[src/core/efsr_pkg.sv]
// Shared constants for the error flag status register block
package efsr_pkg;
    // Register port
    localparam logic [7:0]  EFSR_ERR_ADDR     = 8'h06;  // Offset of the error flag register
    localparam logic [7:0]  EFSR_LAST_ADDR    = 8'h3f;  // Highest valid register offset
    localparam int          EFSR_REG_W        = 16;     // Register width
    localparam int          EFSR_NFLAGS       = 9;      // Flags held here, bits 8..0
    localparam logic [15:0] EFSR_ERR_RESET    = 16'h0000; // Reset value of all flags
    // Field positions
    localparam int          EFSR_B_REF_DET    = 8;      // Reference detection fault
    localparam int          EFSR_B_CONV       = 7;      // Converter fault
    localparam int          EFSR_B_IGNORE     = 6;      // Ignored serial access
    localparam int          EFSR_B_CLK_CNT    = 5;      // Clock count fault
    localparam int          EFSR_B_RD_ADDR    = 4;      // Invalid read address
    localparam int          EFSR_B_WR_ADDR    = 3;      // Invalid write address
    localparam int          EFSR_B_SER_CRC    = 2;      // Serial CRC mismatch
    localparam int          EFSR_B_MAP_CRC    = 1;      // Register map CRC fault
    localparam int          EFSR_B_ROM_CRC    = 0;      // ROM CRC fault
    // CRC scanning
    localparam int          EFSR_CRC_W        = 8;      // CRC width
    localparam logic [7:0]  EFSR_CRC_POLY     = 8'h07;  // CRC polynomial
    localparam logic [7:0]  EFSR_CRC_INIT     = 8'hff;  // CRC start value
    localparam int          EFSR_ROM_AW       = 8;      // ROM address width
    localparam logic [7:0]  EFSR_ROM_LAST     = 8'hff;  // Last ROM word
    localparam int          EFSR_MAP_AW       = 6;      // Register map address width
    localparam logic [5:0]  EFSR_MAP_LAST     = 6'h3f;  // Last map word
    // Timing
    localparam int          EFSR_CLK_MHZ      = 50;     // System clock rate
    localparam int          EFSR_MAP_PERIOD_US = 100;   // Register map check interval
    localparam int          EFSR_MAP_PERIOD_CYC = EFSR_MAP_PERIOD_US * EFSR_CLK_MHZ;
endpackage : efsr_pkg

[src/core/efsr_crc_scan.sv]
// Walks a word memory and accumulates a CRC over its contents
`timescale 1ns/100ps
module efsr_crc_scan
    import efsr_pkg::*;
#(
    parameter int              AW   = 8,
    parameter logic [AW-1:0]   LAST = '1
) (
    input  wire logic                  clk_i,
    input  wire logic                  arst_n_i,
    input  wire logic                  start_i,   // Begin a scan
    output logic [AW-1:0]              addr_o,    // Word being read
    input  wire logic [EFSR_REG_W-1:0] data_i,    // Word at addr_o, same cycle
    output logic                       busy_o,    // Scan in progress
    output logic                       done_o,    // One-cycle end of scan
    output logic [EFSR_CRC_W-1:0]      crc_o      // Result, valid with done_o
);
    logic [AW-1:0]         addr_q;   // Scan address
    logic                  busy_q;   // Scan active
    logic                  done_q;   // End pulse
    logic [EFSR_CRC_W-1:0] crc_q;    // Running CRC

    // Serial CRC step over one word, most significant bit first
    function automatic logic [EFSR_CRC_W-1:0] crc_step(input logic [EFSR_CRC_W-1:0] c,
                                                       input logic [EFSR_REG_W-1:0] d);
        logic [EFSR_CRC_W-1:0] r;
        r = c;
        for (int i = EFSR_REG_W - 1; i >= 0; i--) begin
            if (r[EFSR_CRC_W-1] ^ d[i]) begin
                r = {r[EFSR_CRC_W-2:0], 1'b0} ^ EFSR_CRC_POLY;
            end else begin
                r = {r[EFSR_CRC_W-2:0], 1'b0};
            end
        end
        return r;
    endfunction : crc_step

    // Address walk and accumulation
    always_ff @(posedge clk_i or negedge arst_n_i) begin
        if (!arst_n_i) begin
            addr_q <= '0;
            busy_q <= 1'b0;
            done_q <= 1'b0;
            crc_q  <= EFSR_CRC_INIT;
        end else begin
            done_q <= 1'b0;
            if (!busy_q) begin
                if (start_i) begin            // Fresh scan
                    busy_q <= 1'b1;
                    addr_q <= '0;
                    crc_q  <= EFSR_CRC_INIT;
                end
            end else begin
                crc_q <= crc_step(crc_q, data_i);
                if (addr_q == LAST) begin     // Last word folded in
                    busy_q <= 1'b0;
                    done_q <= 1'b1;
                end else begin
                    addr_q <= addr_q + 1'b1;
                end
            end
        end
    end

    assign addr_o = addr_q;
    assign busy_o = busy_q;
    assign done_o = done_q;
    assign crc_o  = crc_q;
endmodule : efsr_crc_scan

[src/core/efsr_frame_mon.sv]
// Watches serial chip-select frames for clock count and ignored access
`timescale 1ns/100ps
module efsr_frame_mon
    import efsr_pkg::*;
(
    input  wire logic clk_i,
    input  wire logic arst_n_i,
    input  wire logic sclk_i,        // Serial clock pin
    input  wire logic cs_n_i,        // Chip select pin, active low
    input  wire logic ignore_i,      // Accesses are disregarded now
    output logic      cnt_fault_o,   // Frame ended off a byte boundary
    output logic      ignore_o       // Frame started while disregarded
);
    logic [2:0] sclk_s_q;   // Serial clock synchroniser
    logic [2:0] cs_s_q;     // Chip select synchroniser
    logic       sclk_lv_q;  // Agreed serial clock level
    logic       cs_lv_q;    // Agreed chip select level
    logic [2:0] edge_cnt_q; // Rising edges modulo eight
    logic       fault_q;    // Count fault pulse
    logic       ign_q;      // Ignore pulse

    // Three-stage capture of both pins
    always_ff @(posedge clk_i or negedge arst_n_i) begin
        if (!arst_n_i) begin
            sclk_s_q <= 3'h0;
            cs_s_q   <= 3'h7;
        end else begin
            sclk_s_q <= {sclk_s_q[1:0], sclk_i};
            cs_s_q   <= {cs_s_q[1:0], cs_n_i};
        end
    end

    // Levels move only when stages two and three agree
    always_ff @(posedge clk_i or negedge arst_n_i) begin
        if (!arst_n_i) begin
            sclk_lv_q <= 1'b0;
            cs_lv_q   <= 1'b1;
        end else begin
            if (sclk_s_q[1] == sclk_s_q[2]) begin
                sclk_lv_q <= sclk_s_q[2];
            end
            if (cs_s_q[1] == cs_s_q[2]) begin
                cs_lv_q <= cs_s_q[2];
            end
        end
    end

    // Edge counting and frame-end checks
    always_ff @(posedge clk_i or negedge arst_n_i) begin
        if (!arst_n_i) begin
            edge_cnt_q <= 3'h0;
            fault_q    <= 1'b0;
            ign_q      <= 1'b0;
        end else begin
            fault_q <= 1'b0;
            ign_q   <= 1'b0;
            if (cs_lv_q && (cs_s_q[1] == cs_s_q[2]) && !cs_s_q[2]) begin  // Frame opens
                edge_cnt_q <= 3'h0;
                ign_q      <= ignore_i;
            end else if (!cs_lv_q && (cs_s_q[1] == cs_s_q[2]) && cs_s_q[2]) begin // Frame closes
                fault_q    <= (edge_cnt_q != 3'h0);
            end else if (!cs_lv_q && !sclk_lv_q && (sclk_s_q[1] == sclk_s_q[2]) && sclk_s_q[2]) begin
                edge_cnt_q <= edge_cnt_q + 3'h1;                         // Rising edge in frame
            end
        end
    end

    assign cnt_fault_o = fault_q;
    assign ignore_o    = ign_q;
endmodule : efsr_frame_mon

[src/core/efsr_top.sv]
// Sticky error flag register, bits 8..0, with its fault detectors
// What this block does
// - Reference below threshold sets detection flag
// - Clamped conversion result sets converter flag
// - Calibration range or modulator saturation too
// - Access while disregarded sets ignore flag
// - Frame edges not multiple of eight
// - Read of invalid address sets flag
// - Write of invalid address sets flag
// - Serial CRC mismatch sets bit two
// - Map CRC recomputed periodically while enabled
// - Unexplained map change sets bit one
// - ROM CRC at power-up, bit zero
// - Each flag works only when enabled
// - Flags read one on fault, reset zero
// - Write one clears, zero keeps, reserved zero
`timescale 1ns/100ps
module efsr_top
    import efsr_pkg::*;
#(
    parameter int MAP_PERIOD_CYC = EFSR_MAP_PERIOD_CYC   // Map check interval in cycles
) (
    input  wire logic                    clk_i,
    input  wire logic                    arst_n_i,
    // Register access from the serial port
    input  wire logic [7:0]              reg_addr_i,      // Register offset
    input  wire logic                    reg_wr_i,        // Write strobe
    input  wire logic [EFSR_REG_W-1:0]   reg_wdata_i,     // Write data
    output logic [EFSR_REG_W-1:0]        reg_rdata_o,     // Read data, registered
    // Decoded serial transactions
    input  wire logic                    txn_valid_i,     // Transaction done, one cycle
    input  wire logic                    txn_write_i,     // Transaction was a write
    input  wire logic [7:0]              txn_addr_i,      // Transaction address
    input  wire logic                    txn_crc_bad_i,   // Serial CRC mismatch pulse
    // Serial pins, watched only
    input  wire logic                    sclk_i,          // Serial clock
    input  wire logic                    cs_n_i,          // Chip select, active low
    // Companion enable register bits 8..0
    input  wire logic [EFSR_NFLAGS-1:0]  flag_enable_i,   // Per-flag enables
    // Converter status
    input  wire logic                    ref_below_i,     // external_reference_input under threshold
    input  wire logic                    clamp_pos_i,     // Result at positive full scale
    input  wire logic                    clamp_neg_i,     // Result at negative full scale
    input  wire logic                    cal_range_i,     // Calibration out of range
    input  wire logic                    mod_sat_i,       // Modulator saturated
    // ROM read port
    output logic [EFSR_ROM_AW-1:0]       rom_addr_o,      // ROM word address
    input  wire logic [EFSR_REG_W-1:0]   rom_data_i,      // ROM word
    input  wire logic [EFSR_CRC_W-1:0]   rom_ref_crc_i,   // Expected ROM CRC
    output logic                         rom_busy_o,      // ROM download in progress
    // Register map read port
    output logic [EFSR_MAP_AW-1:0]       map_addr_o,      // Map word address
    input  wire logic [EFSR_REG_W-1:0]   map_data_i,      // Map word
    // Flags
    output logic [EFSR_REG_W-1:0]        error_flags_o    // Current flag register
);
    localparam int PCW = $clog2(MAP_PERIOD_CYC + 1);   // Period counter width

    logic [EFSR_NFLAGS-1:0] flag_q;        // Sticky flags
    logic [EFSR_NFLAGS-1:0] event_d;       // Fault events this cycle
    logic [EFSR_NFLAGS-1:0] clear_d;       // Host clear mask
    logic [EFSR_REG_W-1:0]  rdata_q;       // Read data register
    logic [2:0]             ref_s_q;       // Reference comparator capture
    logic                   ref_lv_q;      // Agreed comparator level
    logic                   clk_fault;     // Clock count fault pulse
    logic                   ign_fault;     // Ignored access pulse
    logic                   rom_start_q;   // Power-up scan launch
    logic                   rom_busy;      // ROM scan running
    logic                   rom_done;      // ROM scan finished
    logic [EFSR_CRC_W-1:0]  rom_crc;       // ROM scan result
    logic                   rom_bad_q;     // ROM mismatch pulse
    logic [PCW-1:0]         per_cnt_q;     // Interval counter
    logic                   map_tick;      // Interval elapsed
    logic                   map_busy;      // Map scan running
    logic                   map_done;      // Map scan finished
    logic [EFSR_CRC_W-1:0]  map_crc;       // Map scan result
    logic [EFSR_CRC_W-1:0]  map_ref_q;     // Reference map CRC
    logic                   map_ref_ok_q;  // Reference is valid
    logic                   map_dirty_q;   // Host wrote since last reference
    logic                   map_bad_q;     // Map mismatch pulse
    logic                   host_wr;       // Valid host write seen

    // Register offset validity
    function automatic logic addr_ok(input logic [7:0] a);
        return (a <= EFSR_LAST_ADDR);
    endfunction : addr_ok

    assign host_wr = txn_valid_i && txn_write_i && addr_ok(txn_addr_i);

    // Comparator capture, three stages, agreement of two and three
    always_ff @(posedge clk_i or negedge arst_n_i) begin
        if (!arst_n_i) begin
            ref_s_q  <= 3'h0;
            ref_lv_q <= 1'b0;
        end else begin
            ref_s_q <= {ref_s_q[1:0], ref_below_i};
            if (ref_s_q[1] == ref_s_q[2]) begin
                ref_lv_q <= ref_s_q[2];
            end
        end
    end

    // Serial frame monitor
    efsr_frame_mon u_frame_mon (
        .clk_i       (clk_i),
        .arst_n_i    (arst_n_i),
        .sclk_i      (sclk_i),
        .cs_n_i      (cs_n_i),
        .ignore_i    (rom_busy),
        .cnt_fault_o (clk_fault),
        .ignore_o    (ign_fault)
    );

    // Launch the ROM check once after reset release
    always_ff @(posedge clk_i or negedge arst_n_i) begin
        if (!arst_n_i) begin
            rom_start_q <= 1'b1;
        end else begin
            rom_start_q <= 1'b0;
        end
    end

    // ROM scanner
    efsr_crc_scan #(
        .AW   (EFSR_ROM_AW),
        .LAST (EFSR_ROM_LAST)
    ) u_rom_scan (
        .clk_i    (clk_i),
        .arst_n_i (arst_n_i),
        .start_i  (rom_start_q),
        .addr_o   (rom_addr_o),
        .data_i   (rom_data_i),
        .busy_o   (rom_busy),
        .done_o   (rom_done),
        .crc_o    (rom_crc)
    );

    // ROM result compare
    always_ff @(posedge clk_i or negedge arst_n_i) begin
        if (!arst_n_i) begin
            rom_bad_q <= 1'b0;
        end else begin
            rom_bad_q <= rom_done && (rom_crc != rom_ref_crc_i);
        end
    end

    // Interval timer, runs only while the map check is enabled
    always_ff @(posedge clk_i or negedge arst_n_i) begin
        if (!arst_n_i) begin
            per_cnt_q <= '0;
        end else if (!flag_enable_i[EFSR_B_MAP_CRC]) begin
            per_cnt_q <= '0;
        end else if (map_tick) begin
            per_cnt_q <= '0;
        end else begin
            per_cnt_q <= per_cnt_q + 1'b1;
        end
    end
    assign map_tick = flag_enable_i[EFSR_B_MAP_CRC] && (per_cnt_q == PCW'(MAP_PERIOD_CYC - 1));

    // Register map scanner
    efsr_crc_scan #(
        .AW   (EFSR_MAP_AW),
        .LAST (EFSR_MAP_LAST)
    ) u_map_scan (
        .clk_i    (clk_i),
        .arst_n_i (arst_n_i),
        .start_i  (map_tick && !rom_busy),
        .addr_o   (map_addr_o),
        .data_i   (map_data_i),
        .busy_o   (map_busy),
        .done_o   (map_done),
        .crc_o    (map_crc)
    );

    // Map reference upkeep and compare
    always_ff @(posedge clk_i or negedge arst_n_i) begin
        if (!arst_n_i) begin
            map_ref_q    <= EFSR_CRC_INIT;
            map_ref_ok_q <= 1'b0;
            map_dirty_q  <= 1'b0;
            map_bad_q    <= 1'b0;
        end else begin
            map_bad_q <= 1'b0;
            if (!flag_enable_i[EFSR_B_MAP_CRC]) begin            // Check off, drop reference
                map_ref_ok_q <= 1'b0;
                map_dirty_q  <= 1'b0;
            end else if (map_done) begin
                // Mismatch only counts when no host write explains it
                map_bad_q    <= map_ref_ok_q && !map_dirty_q && !host_wr && (map_crc != map_ref_q);
                map_ref_q    <= map_crc;
                map_ref_ok_q <= !host_wr;
                map_dirty_q  <= 1'b0;
            end else if (host_wr) begin
                map_dirty_q  <= 1'b1;
            end
        end
    end

    // Collect fault events per bit
    always_comb begin
        event_d                 = '0;
        event_d[EFSR_B_REF_DET] = ref_lv_q;
        event_d[EFSR_B_CONV]    = clamp_pos_i || clamp_neg_i;
        event_d[EFSR_B_CONV]    = event_d[EFSR_B_CONV] || cal_range_i || mod_sat_i;
        event_d[EFSR_B_IGNORE]  = ign_fault;
        event_d[EFSR_B_CLK_CNT] = clk_fault;
        event_d[EFSR_B_RD_ADDR] = txn_valid_i && !txn_write_i && !addr_ok(txn_addr_i);
        event_d[EFSR_B_WR_ADDR] = txn_valid_i && txn_write_i && !addr_ok(txn_addr_i);
        event_d[EFSR_B_SER_CRC] = txn_crc_bad_i;
        event_d[EFSR_B_MAP_CRC] = map_bad_q;
        event_d[EFSR_B_ROM_CRC] = rom_bad_q;
    end

    // Host clear mask from a write to the flag register
    always_comb begin
        clear_d = '0;
        if (reg_wr_i && (reg_addr_i == EFSR_ERR_ADDR)) begin
            clear_d = reg_wdata_i[EFSR_NFLAGS-1:0];
        end
    end

    // One sticky flip-flop per flag
    genvar g;
    generate
        for (g = 0; g < EFSR_NFLAGS; g++) begin : g_flag
            always_ff @(posedge clk_i or negedge arst_n_i) begin
                if (!arst_n_i) begin
                    flag_q[g] <= EFSR_ERR_RESET[g];
                end else if (event_d[g] && flag_enable_i[g]) begin
                    flag_q[g] <= 1'b1;
                end else if (clear_d[g]) begin
                    flag_q[g] <= 1'b0;
                end
            end
        end
    endgenerate

    // Registered read data, zero for other offsets
    always_ff @(posedge clk_i or negedge arst_n_i) begin
        if (!arst_n_i) begin
            rdata_q <= EFSR_ERR_RESET;
        end else if (reg_addr_i == EFSR_ERR_ADDR) begin
            rdata_q <= {{(EFSR_REG_W - EFSR_NFLAGS){1'b0}}, flag_q};
        end else begin
            rdata_q <= '0;
        end
    end

    assign reg_rdata_o   = rdata_q;
    assign error_flags_o = {{(EFSR_REG_W - EFSR_NFLAGS){1'b0}}, flag_q};
    assign rom_busy_o    = rom_busy;
endmodule : efsr_top

[config.mk]
export PLATFORM = sky130hd
export DESIGN_NAME = efsr_top
export DESIGN_NICKNAME = d
export VERILOG_FILES = /design/src/core/efsr_pkg.sv /design/src/core/efsr_crc_scan.sv /design/src/core/efsr_frame_mon.sv /design/src/core/efsr_top.sv
export SDC_FILE = /design/constraint.sdc
export NUM_CORES = 1
export LEC_CHECK = 0
export BUFFER_PORTS_ARGS = -buffer_cell sky130_fd_sc_hd__buf_4
export CAP_MARGIN = 25
export CORE_UTILIZATION = 40
export DETAILED_ROUTE_END_ITERATION = 12
export GPL_TIMING_DRIVEN = 0
export PLACE_DENSITY_LB_ADDON = 0.15
export SYNTH_ARGS = -nofsm -noshare
export SYNTH_HDL_FRONTEND = slang
export SYNTH_SLANG_ARGS = --single-unit
[constraint.sdc]
create_clock -name clk_i -period 2.6 [get_ports clk_i]
set_clock_uncertainty 0.15 [all_clocks]
set_input_delay 0 -clock clk_i [delete_from_list [all_inputs] [get_ports clk_i]]
set_output_delay 0 -clock clk_i [all_outputs]
set_load 0.01 [all_outputs]
After elaboration in Yosys (flattened, before gate mapping)
Index checks and enable logic that the tools add are counted.
- logic and storage cells: 290
- flip-flop bits (word level): 102
- multiplexer cells: 117
- bitwise logic cells: 64
- magnitude comparators: 1
- reduce and logical (&&, ||, !) cells: 56
- add/sub/neg operators: 4
- equality and inequality tests: 14
- operators with widths (kind ; count):
    two-way mux 8 bit ; 37
    two-way mux 3 bit ; 35
    NOT 3 bit ; 32
    two-way mux 1 bit ; 38
    XOR 1 bit ; 32
    logical AND 1 bit ; 28
    two-way mux 13 bit ; 2
    nonzero test 2 bit ; 12
    two-way mux 6 bit ; 3
    two-way mux 9 bit ; 2
    inequality test 8 bit ; 2
    adder 13 x 1 -> 13 bit, second input constant ; 1
    == test 13 bit, second input constant ; 1
    adder 8 x 1 -> 8 bit, second input constant ; 1
    == test 8 x 3 -> 1 bit, second input constant ; 1
    == test 8 bit, second input constant ; 1
    less-or-equal comparator 8 x 6 -> 1 bit, second input constant ; 1
    logical NOT 1 bit ; 8
    AND reduction 2 bit ; 4
    adder 6 x 1 -> 6 bit, second input constant ; 1
    == test 6 bit, second input constant ; 1
    inequality test 2 x 1 -> 1 bit, second input constant ; 2
    inequality test 2 bit, second input constant ; 2
    adder 3 x 1 -> 3 bit, second input constant ; 1
    4 further kinds ; 8

Depth between registers and ports, before layout
- word-level depth: 48
- gate-level depth with buffers: 6

Hierarchy
A second synthesis with hierarchy kept.
- cells, all modules: 462
- area, all modules: 5159.9 um2
- modules (own cells, without submodules) (module ; seq. area each (um2) ; times used ; cells each ; area an instance (um2)):
    efsr_top ; 1212.4 ; 1 ; 206 ; 2347.3
    efsr_crc_scan (u_map_scan) ; 410.4 ; 1 ; 110 ; 1171.1
    efsr_crc_scan (u_rom_scan) ; 460.4 ; 1 ; 111 ; 1161.1
    efsr_frame_mon ; 330.3 ; 1 ; 35 ; 480.5

Worst setup path after synthesis
No wires, ideal clock.
- path kind: reg2reg
- from: reg u_rom_scan.crc_q[5] (netlist: u_rom_scan.crc_o[5])
- to: reg u_rom_scan.crc_q[3] (netlist: u_rom_scan.crc_o[3])
- period minus slack after synthesis: 2.011 ns
- buffers on the path: 0
- stages on the path, launching flop included: 6
- data arrival time: 1.787 ns
- setup slack: 0.589 ns
- required time: 2.377 ns
- path through: dfstp_2 xor2_2 xnor3_1 xnor2_1 xor3_1 a21oi_1
- cells in the longest elaborated chain, start to end: 22
- ends and longest elaborated chain (element ; RTL line ; RTL):
    start: declaration ; efsr_crc_scan.sv:21 ; logic [EFSR_CRC_W-1:0] crc_q;
    start signal: assignment ; efsr_crc_scan.sv:54 ; crc_q <= crc_step(crc_q, data_i);
    two-way mux 8 bit (2 in series) ; efsr_crc_scan.sv:47 ; if (!busy_q) begin
    XOR 1 bit ; efsr_crc_scan.sv:29 ; if (r[EFSR_CRC_W-1] ^ d[i]) begin
    two-way mux 3 bit ; efsr_crc_scan.sv:29 ;
    two-way mux 8 bit (6 in series) ; efsr_crc_scan.sv:47 ;
    XOR 1 bit ; efsr_crc_scan.sv:29 ;
    two-way mux 3 bit ; efsr_crc_scan.sv:29 ;
    two-way mux 8 bit (6 in series) ; efsr_crc_scan.sv:47 ;
    XOR 1 bit ; efsr_crc_scan.sv:29 ;
    two-way mux 3 bit ; efsr_crc_scan.sv:29 ;
    two-way mux 8 bit (2 in series) ; efsr_crc_scan.sv:47 ;
Every way passes these cells. The select of a mux whose other input is x is not followed.
A chain may end at the register's enable or synchronous reset.

Worst setup path in the final report
- from: reg u_map_scan.crc_q[6] (netlist: u_map_scan.crc_o[6])
- to: reg u_map_scan.crc_q[1] (netlist: u_map_scan.crc_o[1])
- cells in the longest elaborated chain, start to end: 26
- ends and longest elaborated chain (element ; RTL line):
    start: declaration ; efsr_crc_scan.sv:21
    start signal: assignment ; efsr_crc_scan.sv:54
    two-way mux 8 bit * ; efsr_crc_scan.sv:47
    XOR 1 bit * ; efsr_crc_scan.sv:29
    two-way mux 3 bit * ; efsr_crc_scan.sv:29
    two-way mux 8 bit * (6 in series) ; efsr_crc_scan.sv:47
    XOR 1 bit / two-way mux 8 bit (equally long branches) ; efsr_crc_scan.sv:29, efsr_crc_scan.sv:47
    two-way mux 3 bit / two-way mux 8 bit (equally long branches) ; efsr_crc_scan.sv:29, efsr_crc_scan.sv:47
    two-way mux 8 bit * ; efsr_crc_scan.sv:47
    NOT 3 bit (no source line), or another cell as far along ; -
    two-way mux 3 bit / two-way mux 8 bit (equally long branches) ; efsr_crc_scan.sv:29, efsr_crc_scan.sv:47
    two-way mux 8 bit * (6 in series) ; efsr_crc_scan.sv:47
    XOR 1 bit / two-way mux 8 bit (equally long branches) ; efsr_crc_scan.sv:29, efsr_crc_scan.sv:47
    two-way mux 3 bit / two-way mux 8 bit (equally long branches) ; efsr_crc_scan.sv:29, efsr_crc_scan.sv:47
    two-way mux 8 bit * ; efsr_crc_scan.sv:47
    NOT 3 bit (no source line) / XOR 1 bit (equally long branches) ; -
    two-way mux 3 bit * ; efsr_crc_scan.sv:29
    two-way mux 8 bit * ; efsr_crc_scan.sv:47
Mark *: on every way between the ends. The rest lies on a longest branch, timed or not. The select of a mux whose other input is x is not followed.

==> run summary <==
## Pwr
* worst IR drop on VDD: 0.536 mV
* overall power: 5.81 mW
* power per standard cell area: 853 nW/um^2
* static leakage: 3.17 nW

## Worst setup path
* arrival time worst endpoint: 2.65 ns
* worst path cell trace: xnor3_1 > xnor3_2 > xor2_1 > xnor2_1 > dlygate4sd3_1 > a21oi_2
* kind of end point of the critical path: flop
* Slowest-stage cell, CP: sky130_fd_sc_hd__dlygate4sd3_1
* FF-to-FF path depth: 6
* stage delay of the slowest cell on the critical path: 0.58 ns
* kind of start point of the critical path: flop
* critical path data required time: 2.71 ns
* startpoint of the worst-slack reg-to-reg timing path: u_map_scan.crc_o[6]
* worst setup path category: flop to flop
* slack of the worst reg-to-reg path: 0.07 ns
* reg-to-reg critical path endpoint: u_map_scan.crc_o[1]
* largest fanout of any net on the critical path: 4

## Floorplanning
* die extent in y: 114 um
* placement row count: 40
* core outline area: 12100 sq um
* area enclosed by the die boundary: 12900 sq um
* initial cell density of the core: 0.413
* I/O pin total: 141
* x dimension of the die: 114 um

## Layout
* Finished Layout Cells: 791
* count of inserted antenna diode cells: 0
* NumNets Final: 717
* filler cell count: 1037
* area added between synthesis and finish: 36.7%
* sequential cell area: 2410 sq um
* commonest non-fill, non-tap cells in the layout: sky130_fd_sc_hd__buf_4, sky130_fd_sc_hd__dfrtp_1, sky130_fd_sc_hd__xnor2_1, sky130_fd_sc_hd__xor2_1, sky130_fd_sc_hd__nor2_1
* design area: 6810 sq um
* area taken by multi-input logic gates: 2450 sq um
* fraction of final layout cells sized beyond drive strength 1: 0.294
* most common library cell in the layout ignoring fill and taps: sky130_fd_sc_hd__buf_4

## Clock tree
* Num CTS Buffers: 9
* clock tree buffer depth: 2
* library cell used as clock root buffer: sky130_fd_sc_hd__clkbuf_16
* TritonCTS sink count: 95
* H-tree depth reported by CTS: 3
* clock tree from TritonCTS: yes
* post-CTS clock slew at the launch and capture registers of the worst setup and hold paths: 0.07 ns
* Skew-Pair Late Insertion Delay: 0.34 ns

## STA
* Final Critical Period: 2.53 ns
* final setup TNS: 0 ns
* Final Max Slew Viols: 0
* Final Cycle Share: 0.975
* final worst setup slack: 0.0661 ns
* fmax: 395 MHz
* count of endpoints failing setup in the final report: 0
* Worst Tran Pin Value: 0.571 ns
* number of failing hold endpoints at the final stage: 0
* relative slew slack: 0.618

## Logic synthesis
* synthesized instance count: 442
* largest cells by area after synthesis: sky130_fd_sc_hd__dfrtp_1, sky130_fd_sc_hd__dfstp_2, sky130_fd_sc_hd__xnor2_1
* prevailing post-synth register cell: sky130_fd_sc_hd__dfrtp_1
* synthesized area per cell: 11.3 sq um
* post-synth design cell area: 4980 sq um
* area fraction of the dominant cell type after synthesis: 0.332
* library cell occupying the most area in the post-synthesis netlist: sky130_fd_sc_hd__dfrtp_1
* post-synthesis sequential element count: 95
* proportion of register bits with asynchronous set or reset after synthesis: 1.00
* Yosys cell types: 49
* number of synthesis warnings: 0
* number of flops mapped to enable cells by yosys: 0
* fraction of the yosys area taken by sequential cells: 0.485

## Worst hold path
* Worst Hold Endpoint: u_map_scan.crc_o[7]
* Min-Delay Path Depth: 5
* Hold Startpoint: map_data_i[15]
* HP Class: primary input to flop

## Place
* final RePlAce weighted congestion: 0.821
* placed standard-cell area: 6110 sq um
* cell total after placement: 737
* pre-CTS WS: 0.442 ns
* count of buffers inserted at the top-level ports: 112
* Detailed Place HPWL: 7880 um

## Global route
* initial antenna violation count: 0
* number of global-route vias before repair: 3677
* global route overflow: 0
* global-route wire length before repair: 17400 um
* global-route usage over all layers: 0.174
* largest net degree at the start of global routing: 53

## Route
* number of remaining DRC errors: 0
* average wire length per cell after detail routing: 13.5 um
* post-detailed-route via-to-cell ratio: 4.67
* post-route ant nets: 0
* overall via count from detail_route: 3696
* number of design-rule violations left by the first detailed-router iteration: 109
* drt first pass iters: 8
* post-detailed-routing wire length: 10700 um

## Run status
* status: complete, no violations

## Run
* reported max-cap violation count: 0

==> layer usage <==
| layer | global-route usage | vias up | part of all wire | wire (um) |
|---|---|---|---|---|
| met5 | 0 | - | 0 | 0 |
| met4 | 0.0482 | 0 | 0.0097 | 104 |
| met3 | 0.0452 | 9 | 0.048 | 508 |
| met2 | 0.293 | 91 | 0.48 | 5170 |
| met1 | 0.221 | 1762 | 0.46 | 4900 |
| li1 | - | 1834 | - | - |
==> metrics by stage <==
step	hold slack, ns	utilization
3_5_place_dp	-0.111	0.507
5_1_grt	0.0292	0.564
4_1_cts	0.00926	0.562
6_report	0.0168	0.564
3_3_place_gp	-0.0396	0.504
2_1_floorplan	-0.446	-
==> sequential cells by signal (all words and copies together), names as in the netlist, 6 cells and up <==
signal	flops
error_flags_o	9
reg_rdata_o	9
u_map_scan.crc_o	8
per_cnt_q	13
u_map_scan.addr_o	6
u_rom_scan.addr_o	8
map_ref_q	8
u_rom_scan.crc_o	8
==> worst max path at each step <==
stage	from	to	slack (ns)	depth (start not counted)
2_1_floorplan	u_rom_scan.crc_o[5]	u_rom_scan.crc_o[3]	0.59	5
3_3_place_gp	u_rom_scan.crc_o[5]	u_rom_scan.crc_o[3]	0.48	5
3_5_place_dp	u_map_scan.crc_o[5]	u_map_scan.crc_o[0]	0.44	4
4_1_cts	u_map_scan.crc_o[5]	u_map_scan.crc_o[1]	0.06	6
5_1_grt	u_map_scan.crc_o[6]	u_map_scan.crc_o[1]	-0.06	6
6_report	u_map_scan.crc_o[6]	u_map_scan.crc_o[1]	0.07	6
==> critical path, delay by kind of cell (launching register included) <==
kind	cells	cell delay [ns]
flip-flops	1	0.55
AO/OA/AOI/OAI	1	0.05
XOR/XNOR	4	1.13
buffers and inverters	1	0.58
==> synth_stat cells (7+ instances only) <==
cell                       number
sky130_fd_sc_hd__dfrtp_1       66
sky130_fd_sc_hd__xnor2_1       57
sky130_fd_sc_hd__xor2_1        41
sky130_fd_sc_hd__nor2_1        38
sky130_fd_sc_hd__dfstp_2       29
sky130_fd_sc_hd__nand2_1       24
sky130_fd_sc_hd__a21oi_1       18
sky130_fd_sc_hd__nor3_1        17
sky130_fd_sc_hd__and2_1        14
sky130_fd_sc_hd__buf_4         14
sky130_fd_sc_hd__a22o_1        11
sky130_fd_sc_hd__and3_1        10
sky130_fd_sc_hd__xnor3_1        9
sky130_fd_sc_hd__mux2_1         8
sky130_fd_sc_hd__nand3_1        8
sky130_fd_sc_hd__clkbuf_1       7
sky130_fd_sc_hd__inv_1          7
==> logic make-up (layout without fill, tap and decap cells) <==
group,after synthesis,after routing,synth area share
AOI/OAI and AO/OA,50,50,0.0691
other,1,15,0.000753
xor gates and xnor gates,112,112,0.234
DFF,95,95,0.485
buffers and inverters,31,198,0.0344
muxes,9,9,0.0204
and+or+nand+nor,136,136,0.138
adders and majority gates,8,8,0.0186
==> layout make-up <==
type	count	area share
plain buffers	23	0.0208
repair buffers	151	0.182
multi-input cells	330	0.360
clock inverters	7	0.0140
clock buffers	9	0.0331
flip-flops and latches	95	0.355
well taps	168	0.0309
inverters	8	0.00441
==> repair_timing <==
item	CTS	global route
setup buffers	0	3
hold buffers	35	0
gates resized for setup	0	1
endpoints found under the setup margin	0	1
hold endpoints to repair	102	0
==> where the power goes <==
part | internal (mW) | total, mW | switching, mW
clock | 0.844 | 1.40 | 0.561
sequential | 1.79 | 2.03 | 0.239
combinational | 1.37 | 2.37 | 1.01
total | 4.00 | 5.81 | 1.81
Note: power is estimated with default switching activity, not from simulation.
